**config.mk**
```make
export PLATFORM = sky130hd
export DESIGN_NAME = iuvfr_top
export DESIGN_NICKNAME = d
export VERILOG_FILES = /design/src/verilog/iuvfr_top.v /design/src/verilog/iuvfr_delay_timer.v
export VERILOG_INCLUDE_DIRS = /design/src /design/src/pkg
export SDC_FILE = /design/constraint.sdc
export NUM_CORES = 1
export LEC_CHECK = 0
export ABC_CLOCK_PERIOD_IN_PS = 15200
export BUFFER_PORTS_ARGS = -buffer_cell sky130_fd_sc_hd__buf_2
export CAP_MARGIN = 30
export CORE_UTILIZATION = 50
export DETAILED_ROUTE_END_ITERATION = 10
export PLACE_DENSITY = 0.67
export SKIP_CTS_REPAIR_TIMING = 1
export SLEW_MARGIN = 20
export SYNTH_ARGS = -nofsm -noshare
export SYNTH_HDL_FRONTEND = slang
export SYNTH_SLANG_ARGS = --single-unit
```
**constraint.sdc**
```tcl
create_clock -name clk_sys -period 15.2 [get_ports clk_sys]
set_input_delay 0 -clock clk_sys [delete_from_list [all_inputs] [get_ports clk_sys]]
set_output_delay 0 -clock clk_sys [all_outputs]
set_load 0.01 [all_outputs]
```
**src/pkg/iuvfr_defines.vh**
```
// Purpose: constants for the input under-voltage fault response block
// Assumes: 50 MHz system clock
// Notes: command codes other than clear double as register addresses on the command port
`ifndef IUVFR_DEFINES_VH
`define IUVFR_DEFINES_VH

// command codes
`define IUVFR_CMD_CLEAR 8'h03
`define IUVFR_CMD_UV_ACTION 8'h5A
`define IUVFR_CMD_GOOD_ON 8'h5E
`define IUVFR_CMD_TIME_UNIT 8'hD2

// fault action field positions
`define IUVFR_RESP_HI 7
`define IUVFR_RESP_LO 6
`define IUVFR_RETRY_HI 5
`define IUVFR_RETRY_LO 3
`define IUVFR_DELAY_HI 2
`define IUVFR_DELAY_LO 0

// response codes
`define IUVFR_RESP_IGNORE 2'h0
`define IUVFR_RESP_CONTINUE 2'h1
`define IUVFR_RESP_RETRY 2'h2
`define IUVFR_RESP_HOLD 2'h3

// retry codes
`define IUVFR_RETRY_NONE 3'h0
`define IUVFR_RETRY_FOREVER 3'h7

// reset values
`define IUVFR_RST_UV_ACTION 8'h80
`define IUVFR_RST_GOOD_ON 16'h0000
`define IUVFR_RST_TIME_UNIT 16'h0000

// timing: one base step of the time unit register
`define IUVFR_CLK_PERIOD_NS 20
`define IUVFR_UNIT_STEP_NS 1000
`define IUVFR_UNIT_STEP_CYC (`IUVFR_UNIT_STEP_NS / `IUVFR_CLK_PERIOD_NS)

`endif

```
**src/verilog/iuvfr_top.v**
```verilog
// Purpose: input under-voltage fault response sequencer with power-good
// Assumes: command port driven by the bus controller on clk_sys
// Notes: output_on is the regulator enable; fault pins are synchronised
`timescale 1ns/1ps
`include "iuvfr_defines.vh"
module iuvfr_top #(
    parameter UNIT_W = 24
) (
    // clock and reset
    input wire clk_sys,
    input wire srst,
    // command port
    input wire cmd_wr,
    input wire cmd_rd,
    input wire [7:0] cmd_code,
    input wire [15:0] cmd_wdata,
    output reg [15:0] cmd_rdata,
    output reg cmd_ack,
    output reg cmd_nack,
    // fault and control pins
    input wire uv_fault_pin,
    input wire ctrl_on_pin,
    input wire bias_ok_pin,
    input wire other_fault_pin,
    // measured output voltage, same format as threshold
    input wire [15:0] vout_code,
    // outputs
    output reg output_on,
    output reg output_good_flag,
    output reg uv_latched,
    output reg [2:0] attempts
);
    localparam ST_OFF = 6'h01;
    localparam ST_RUN = 6'h02;
    localparam ST_CONT = 6'h04;
    localparam ST_WAIT = 6'h08;
    localparam ST_HOLD = 6'h10;
    localparam ST_LATCH = 6'h20;

    reg [7:0] uv_action;
    reg [15:0] good_on;
    reg [15:0] time_unit;
    reg [3:0] sync1;
    reg [3:0] sync2;
    reg [5:0] state;
    reg [5:0] next_state;
    reg next_on;
    reg tmr_start;
    reg clear_req;
    wire tmr_done;
    wire uv_fault = sync2[0];
    wire run_req = sync2[1] & sync2[2];
    wire other_fault = sync2[3];
    wire [1:0] resp = uv_action[`IUVFR_RESP_HI:`IUVFR_RESP_LO];
    wire [2:0] retry_set = uv_action[`IUVFR_RETRY_HI:`IUVFR_RETRY_LO];
    wire [2:0] delay_exp = uv_action[`IUVFR_DELAY_HI:`IUVFR_DELAY_LO];
    wire [UNIT_W-1:0] unit_cycles;
    wire [31:0] unit_product;
    wire retry_left = (retry_set == `IUVFR_RETRY_FOREVER) || (attempts < retry_set);

    // unit length: (register + 1) base steps
    // unit from time register
    assign unit_product = ({8'h00, time_unit} + 24'h000001) * `IUVFR_UNIT_STEP_CYC;
    assign unit_cycles = unit_product[UNIT_W-1:0];

    // two-flop synchronisers for the pins
    always @(posedge clk_sys) begin
        if (srst) begin
            sync1 <= 4'h0;
            sync2 <= 4'h0;
        end else begin
            sync1 <= {other_fault_pin, bias_ok_pin, ctrl_on_pin, uv_fault_pin};
            sync2 <= sync1;
        end
    end

    // command port: writes, reads and clear command
    always @(posedge clk_sys) begin
        if (srst) begin
            uv_action <= `IUVFR_RST_UV_ACTION;
            good_on <= `IUVFR_RST_GOOD_ON;
            time_unit <= `IUVFR_RST_TIME_UNIT;
            cmd_rdata <= 16'h0000;
            cmd_ack <= 1'b0;
            cmd_nack <= 1'b0;
            clear_req <= 1'b0;
        end else begin
            cmd_ack <= 1'b0;
            cmd_nack <= 1'b0;
            clear_req <= 1'b0;
            if (cmd_wr || cmd_rd) begin
                if (cmd_code == `IUVFR_CMD_UV_ACTION) begin
                    cmd_ack <= 1'b1;
                    cmd_rdata <= {8'h00, uv_action};
                    if (cmd_wr) begin
                        uv_action <= cmd_wdata[7:0];
                    end
                end else if (cmd_code == `IUVFR_CMD_GOOD_ON) begin
                    cmd_ack <= 1'b1;
                    cmd_rdata <= good_on;
                    if (cmd_wr) begin
                        good_on <= cmd_wdata;
                    end
                end else if (cmd_code == `IUVFR_CMD_TIME_UNIT) begin
                    cmd_ack <= 1'b1;
                    cmd_rdata <= time_unit;
                    if (cmd_wr) begin
                        time_unit <= cmd_wdata;
                    end
                end else if (cmd_code == `IUVFR_CMD_CLEAR && cmd_wr) begin
                    cmd_ack <= 1'b1;
                    clear_req <= 1'b1;
                end else begin
                    cmd_nack <= 1'b1;
                    cmd_rdata <= 16'h0000;
                end
            end
        end
    end

    // next-state logic of the fault sequencer
    always @* begin
        next_state = state;
        next_on = output_on;
        tmr_start = 1'b0;
        case (state)
            ST_OFF: begin
                next_on = 1'b0;
                if (run_req && !other_fault) begin
                    next_state = ST_RUN;
                    next_on = 1'b1;
                end
            end
            ST_RUN: begin
                next_on = 1'b1;
                if (uv_fault && resp == `IUVFR_RESP_CONTINUE) begin
                    next_state = ST_CONT;
                    tmr_start = 1'b1;
                end else if (uv_fault && resp == `IUVFR_RESP_RETRY) begin
                    next_on = 1'b0;
                    tmr_start = 1'b1;
                    next_state = (retry_set == `IUVFR_RETRY_NONE) ? ST_LATCH : ST_WAIT;
                end else if (uv_fault && resp == `IUVFR_RESP_HOLD) begin
                    next_on = 1'b0;
                    next_state = ST_HOLD;
                end
            end
            ST_CONT: begin
                next_on = 1'b1;
                if (!uv_fault) begin
                    next_state = ST_RUN;
                end else if (tmr_done) begin
                    next_on = 1'b0;
                    tmr_start = 1'b1;
                    next_state = (retry_set == `IUVFR_RETRY_NONE) ? ST_LATCH : ST_WAIT;
                end
            end
            ST_WAIT: begin
                next_on = 1'b0;
                if (tmr_done) begin
                    if (!uv_fault) begin
                        next_state = ST_RUN;
                        next_on = 1'b1;
                    end else if (retry_left) begin
                        tmr_start = 1'b1;
                    end else begin
                        next_state = ST_LATCH;
                    end
                end
            end
            ST_HOLD: begin
                next_on = 1'b0;
                if (!uv_fault) begin
                    next_state = ST_RUN;
                    next_on = 1'b1;
                end
            end
            ST_LATCH: begin
                next_on = 1'b0;
                if (clear_req && !uv_fault) begin
                    next_state = ST_OFF;
                end
            end
            default: begin
                next_state = ST_OFF;
                next_on = 1'b0;
            end
        endcase
        // off command, bias loss or other fault end it
        if (!run_req) begin
            next_state = ST_OFF;
            next_on = 1'b0;
        end else if (other_fault) begin
            next_state = ST_LATCH;
            next_on = 1'b0;
        end
    end

    // state, enable, attempt counter, power good
    always @(posedge clk_sys) begin
        if (srst) begin
            state <= ST_OFF;
            output_on <= 1'b0;
            output_good_flag <= 1'b0;
            uv_latched <= 1'b0;
            attempts <= 3'h0;
        end else begin
            state <= next_state;
            output_on <= next_on;
            uv_latched <= (next_state == ST_LATCH);
            if (next_state == ST_OFF || next_state == ST_RUN) begin
                attempts <= 3'h0;
            end else if (state == ST_WAIT && tmr_done && uv_fault && retry_left
                         && retry_set != `IUVFR_RETRY_FOREVER) begin
                attempts <= attempts + 3'h1;
            end
            output_good_flag <= next_on && (vout_code >= good_on);
        end
    end

    iuvfr_delay_timer #(
        .UNIT_W(UNIT_W)
    ) u_timer (
        .clk_sys(clk_sys),
        .srst(srst),
        .start(tmr_start),
        .stop(next_state == ST_OFF || next_state == ST_RUN),
        .unit_cycles(unit_cycles),
        .exp_sel(delay_exp),
        .busy(),
        .done(tmr_done)
    );
endmodule

```
**src/verilog/iuvfr_delay_timer.v**
```verilog
// Purpose: counts 2^exp delay units, each unit a programmable number of cycles
// Assumes: start is a one-cycle pulse; restart while busy reloads
// Notes: done is a one-cycle pulse
`timescale 1ns/1ps
module iuvfr_delay_timer #(
    parameter UNIT_W = 24
) (
    // clock and reset
    input wire clk_sys,
    input wire srst,
    // control
    input wire start,
    input wire stop,
    input wire [UNIT_W-1:0] unit_cycles,
    input wire [2:0] exp_sel,
    // status
    output reg busy,
    output reg done
);
    reg [UNIT_W-1:0] pre_cnt;
    reg [7:0] unit_cnt;
    reg [7:0] unit_last;

    // prescaler makes one unit, unit counter counts 2^n of them
    always @(posedge clk_sys) begin
        if (srst) begin
            busy <= 1'b0;
            done <= 1'b0;
            pre_cnt <= {UNIT_W{1'b0}};
            unit_cnt <= 8'h00;
            unit_last <= 8'h00;
        end else begin
            done <= 1'b0;
            if (stop) begin
                busy <= 1'b0;
            end else if (start) begin
                busy <= 1'b1;
                pre_cnt <= {UNIT_W{1'b0}};
                unit_cnt <= 8'h00;
                unit_last <= (8'h01 << exp_sel) - 8'h01;
            end else if (busy) begin
                if (pre_cnt >= unit_cycles - {{(UNIT_W-1){1'b0}}, 1'b1}) begin
                    pre_cnt <= {UNIT_W{1'b0}};
                    if (unit_cnt == unit_last) begin
                        busy <= 1'b0;
                        done <= 1'b1;
                    end else begin
                        unit_cnt <= unit_cnt + 8'h01;
                    end
                end else begin
                    pre_cnt <= pre_cnt + {{(UNIT_W-1){1'b0}}, 1'b1};
                end
            end
        end
    end
endmodule

```
# Yosys cells after proc, flatten, opt, wreduce, memory -nomap -nowiden
# Cells that the tools add are included.
# W data, S select, Z words.
# op_classes
addsub	6
n_mul	1
n_lt_le_gt_ge	3
eq_ne	21
n_shift	1
muxes	55
bitwise	7
reduce_logical	30
# ops
operator	n
$mux W6	14
$mux W24	3
$mux W16	4
$pmux W6 S6	1
$mux W8	4
$mux W1	27
$add A24 B1 Y24 const B	1
$ge A24 B24 Y1	1
$sub A23 B1 Y24 const B	1
$mul A17 B5 Y22 const B	1
$add A16 B1 Y17 const B	1
$eq A8 B7 Y1 const B	2
$ge A16 B16 Y1	1
$eq A6 B1 Y1 const B	2
$eq A6 B2 Y1 const B	2
$eq A6 B6 Y1 const B	2
$logic_and A1 B1 Y1	11
$reduce_or A5 Y1	2
$add A8 B1 Y8 const B	1
$eq A8 B2 Y1 const B	1
$eq A8 B8 Y1	1
$eq A8 B8 Y1 const B	1
$reduce_and A4 Y1	2
$shl A1 B3 Y8 const A	1
other kinds (24)	37
# word_totals
regBits	121
inputBits	48
out_inout_bits	24
word_cells	143

# Longest topological paths before layout
# logic_depth
word_depth	12
mapped_depth	30
ltp_nobuf	28

# Hierarchy
# Synthesis repeated with hierarchy kept, for this count alone.
# hier_totals
hier_cells	1092
hier_area_um2	8809.7
# modules_own_cells
module	n_inst	cells_per_inst	area_each_um2	seq_area_each_um2
iuvfr_top	1	720	5774.3	1581.5
iuvfr_delay_timer	1	372	3035.4	840.8

# Worst setup path before layout
# No wires, ideal clock.
# synth_timing
path_kind	register to register
from	register time_unit[2]
to	register u_timer.unit_cnt[6]
setup_time_ns	0.131
arrival_time_ns	6.664
t_required_ns	15.069
setup_slack_ns	8.404
stages_incl_launch_ff	29
path_buffers	2
synth_period_minus_slack_ns	6.796
path_cell_list	dfxtp_1 clkbuf_1 nand3_1 nor2_1 nand3_1 xnor2_1 ha_1 ha_1 inv_1 fa_1 inv_1 ha_1 clkbuf_1 and4_1 nand2_1 a21o_1 a311oi_1 nand3_1 or3_1 or4_1 ha_1 nand2_1 a21oi_1 a221o_1 and3_1 a211oi_1 nor4b_1 xnor2_1 nor2_1
# synth_between
elab_chain_cells	6
# synth_rtl
item	line	rtl
start: declaration	iuvfr_top.v:42	reg [15:0] time_unit;
start signal: assignment	iuvfr_top.v:82	time_unit <= `IUVFR_RST_TIME_UNIT;
start signal: assignment	iuvfr_top.v:108	time_unit <= cmd_wdata;
$add A16 B1 Y17	iuvfr_top.v:63	assign unit_product = ({8'h00, time_unit} + 24'h000001) * `IUVFR_UNIT_STEP_CYC;
$mul A17 B5 Y22 (no source line)	n/a	
$sub A23 B1 Y24	iuvfr_delay_timer.v:42	if (pre_cnt >= unit_cycles - {{(UNIT_W-1){1'b0}}, 1'b1}) begin
$ge A24 B24 Y1	iuvfr_delay_timer.v:42	
$reduce_bool A2 Y1 (no source line)	n/a	
$reduce_and A4 Y1 (no source line)	n/a	
end signal: assignment	iuvfr_delay_timer.v:48	unit_cnt <= unit_cnt + 8'h01;
end: declaration	iuvfr_delay_timer.v:21	reg [7:0] unit_cnt;
# No other way between the ends.
# A chain may end at the register's enable or synchronous reset.

# Worst setup path in the final report
# layout_timing
from	register time_unit[1]
to	register u_timer.unit_cnt[6]
# Same word-level chain as after synthesis.

==> flow_summary.toml <==
[status]
status = "finished clean"

[critical_path]
ff2ff_setup_slack_ns = 7.51
required_ns = 15.49
end_kind = "register"
worst-r2r-cell-count = 27
critPathKind = "reg -> reg"
timing.rr.start = "time_unit[1]"
r2r_end = "u_timer.unit_cnt[6]"
cp-start-kind = "register"
cp_max_fo = 7
arrival_ns = 7.98

[grt]
top_usage_layer = "met2"
grt_max_degree = 80
use_met3_pct = 4.28
met1_usage_pct = 31.6
use_met2_pct = 36.9
grt_pass1_wl_um = 34100
grt_util_all_layers_pct = 23.2
grt_pass1_vias = 7148
antenna_found_initial = 0
grt-ovfl-total = 0

[timing]
max_slew_margin_pct = 41.7
slew_viol_final = 0
clock_skew_ns = 0.0108
setup-tns-final_ns = 0
timing.fmax_mhz = 130
period_needed_ns = 7.69
hold_viol_final = 0
fin_crit_sh_pct = 50.6
finalSetupViolations = 0
worstMarginPinSlew_ns = 0.870
rsz0062_at_grt = "no"

[logic_synthesis]
yosysTopAreaCell = "dfxtp_1"
synth_edf_count = 0
async_reset_ff_share_pct = 0
synth_seq_cells = 121
netlist_instances = 1098
synth.distinct_cells = 74
syn_avg_cell_area_um2 = 8.01
syn_area_mm2 = 0.00880
synth_top_cell_area_share_pct = 27.5
yosysWarnings = 0
synth_seq_area_share_pct = 27.5
synth-main-ff-cell = "dfxtp_1"
synth_common_cells = "nand2_1, dfxtp_1, ha_1"
synth.most_common_cell = "nand2_1"
synthTopCellsByArea = "dfxtp_1, ha_1, xnor2_1"
synthesis.nets = 1258

[final_layout]
final_nets = 1326
diodes = 0
regArea_mm2 = 0.00242
final_core_util_pct = 58.5
area_growth_pct = 14.6
drive_above_1_share_pct = 10.7
fillers = 1560
multi_input_area_mm2 = 0.00585

[placed_design]
portBuffers = 71
place.gp.congestion = 0.872
dp_hpwl_um = 15200

[route]
drt_pass1_iterations = 5
drc = 0
wl_per_cell_um = 14.5
vias = 7805
drt-initial-drc-count = 461
viasPerCell = 5.56
ant_nets = 0
totalWireLength_um = 20400

[clock_tree]
cts_buffer_depth = 2
insertion_delay_ns = 0.42
cts_tree = "yes"
h-tree-depth = 4
clk_pin_slew_ns = 0.06
cts_root_buf = "clkbuf_16"
cts_buffers = 17
clock_sinks = 121

[min_path]
hp-start = "cmd_code[3]"
hold_class = "in -> reg"
hold_end = "cmd_nack"
min_path_cells = 4

[floorplanning]
io_pins = 72
core-area_mm2 = 0.0172
die_area_mm2 = 0.0181
rows = 48
die_h_um = 135
start_util_pct = 51.0
die_x_um = 135

[power_and_ir_drop]
leakagePower_nw = 4.33
pwr_density_cell_mw_per_mm2 = 75.0
irDropWorstVdd_mv = 0.0820

[flow_run]
maxCapViolations = 0
==> cells by family after synthesis <==
group | count (synthesis) | share of synthesized area [%]
multiplexers | 3 | 0.341
buffers and inverters | 138 | 5.99
flip-flops | 121 | 27.5
XOR/XNOR | 97 | 9.66
AO/OA/AOI/OAI | 211 | 16.2
adder cells (fa/ha/maj) | 112 | 16.9
AND/OR/NAND/NOR | 416 | 23.4
==> layout make-up <==
cell class | instances | share of cell area (%)
Clock buffer | 17 | 4.22
Clock inverter | 15 | 1.43
Inverter | 87 | 3.24
Multi-Input combinational cell | 839 | 58.0
Sequential cell | 121 | 24.0
Tap cell | 225 | 2.79
Timing Repair Buffer | 100 | 6.29
==> sequential cells by signal (all words and copies together), names as in the netlist, 3 cells and up <==
signal and flops:
attempts 3, cmd_rdata 16, good_on 16, state 6
sync1 4, sync2 4, time_unit 16, u_timer.pre_cnt 24
u_timer.unit_cnt 8, u_timer.unit_last 8, uv_action 8
==> worst max-delay path by stage <==
| stage | from | endpoint | slack (ns) | cells after the start |
|---|---|---|---|---|
| after floorplan | time_unit[2] | u_timer.unit_cnt[6] | 8.40 | 28 |
| after global placement | time_unit[2] | u_timer.unit_cnt[6] | 7.72 | 26 |
| after detailed placement | time_unit[1] | u_timer.unit_cnt[5] | 7.56 | 27 |
| after CTS | time_unit[1] | u_timer.unit_cnt[6] | 7.54 | 27 |
| after global routing | time_unit[1] | u_timer.unit_cnt[3] | 6.75 | 27 |
| final | time_unit[1] | u_timer.unit_cnt[6] | 7.51 | 27 |
==> per-stage QoR <==
stage                     power [mW]  cell area, um^2  setup slack (ns)  std cells  hold WS (ns)
after floorplan                0.348             8800              8.40       1098         0.128
after global placement         0.362             9270              7.72       1348         0.208
after detailed placement       0.362             9280              7.56       1349         0.217
after CTS                      0.756             9850              7.54       1381        -0.224
after global routing           0.778            10100              6.75       1404        0.0282
final                          0.756            10100              7.51       1404        0.0188
==> cell usage in the layout (no fill, tap or decap), types with 4 or more instances in the layout <==
cell           count
a211o_1            5
a211oi_1          12
a21o_1            17
a21oi_1           82
a221o_1            9
a221oi_1          11
a31oi_1            6
and2_1             4
and3_1            11
buf_2             71
buf_4              5
clkbuf_16         17
dfxtp_1          121
dlygate4sd3_1     23
fa_1              11
ha_1             101
inv_1             87
inv_6              4
nand2_1          122
nand2b_1           5
nand3_1           41
nand3b_1           4
nand4_1           15
nor2_1            96
nor2b_1           18
nor3_1            40
nor4_1            18
nor4b_1            8
o21a_1             5
o21ai_0           23
o21bai_1           4
or3_1              5
xnor2_1           67
xor2_1            30
==> worst max-delay path: stages, from the launching register on <==
cell,delay [ns]
dfxtp_1,0.44
ha_1,0.31
nand2_1,0.23
nor2_1,0.25
xor2_1,0.17
ha_1,0.25
ha_1,0.28
inv_1,0.05
fa_1,0.49
inv_1,0.04
ha_1,0.38
a2111oi_0,0.43
o21ai_0,0.34
nand2_1,0.15
xor2_1,0.32
nor4b_1,0.53
nand3_1,0.19
nor2_1,0.16
xnor2_1,0.13
ha_1,0.25
a2111oi_0,0.33
o21ai_0,0.15
a221o_1,0.38
and3_1,0.20
a211oi_1,0.72
nor4b_1,0.16
xnor2_1,0.17
nor2_1,0.05
==> power breakdown <==
part           internal (mW)  switching (mW)
Clock                  0.229           0.167
Combinational         0.0177          0.0207
Sequential             0.320         0.00170
Total                  0.566           0.189
==> metal layers <==
metal / routed length (um) / part of all wire [%]
met1: 9890 / 48
met2: 9320 / 46
met3: 842 / 4.1
met4: 374 / 1.8
met5: 0 / 0
Power figures use the tool's default switching activity.
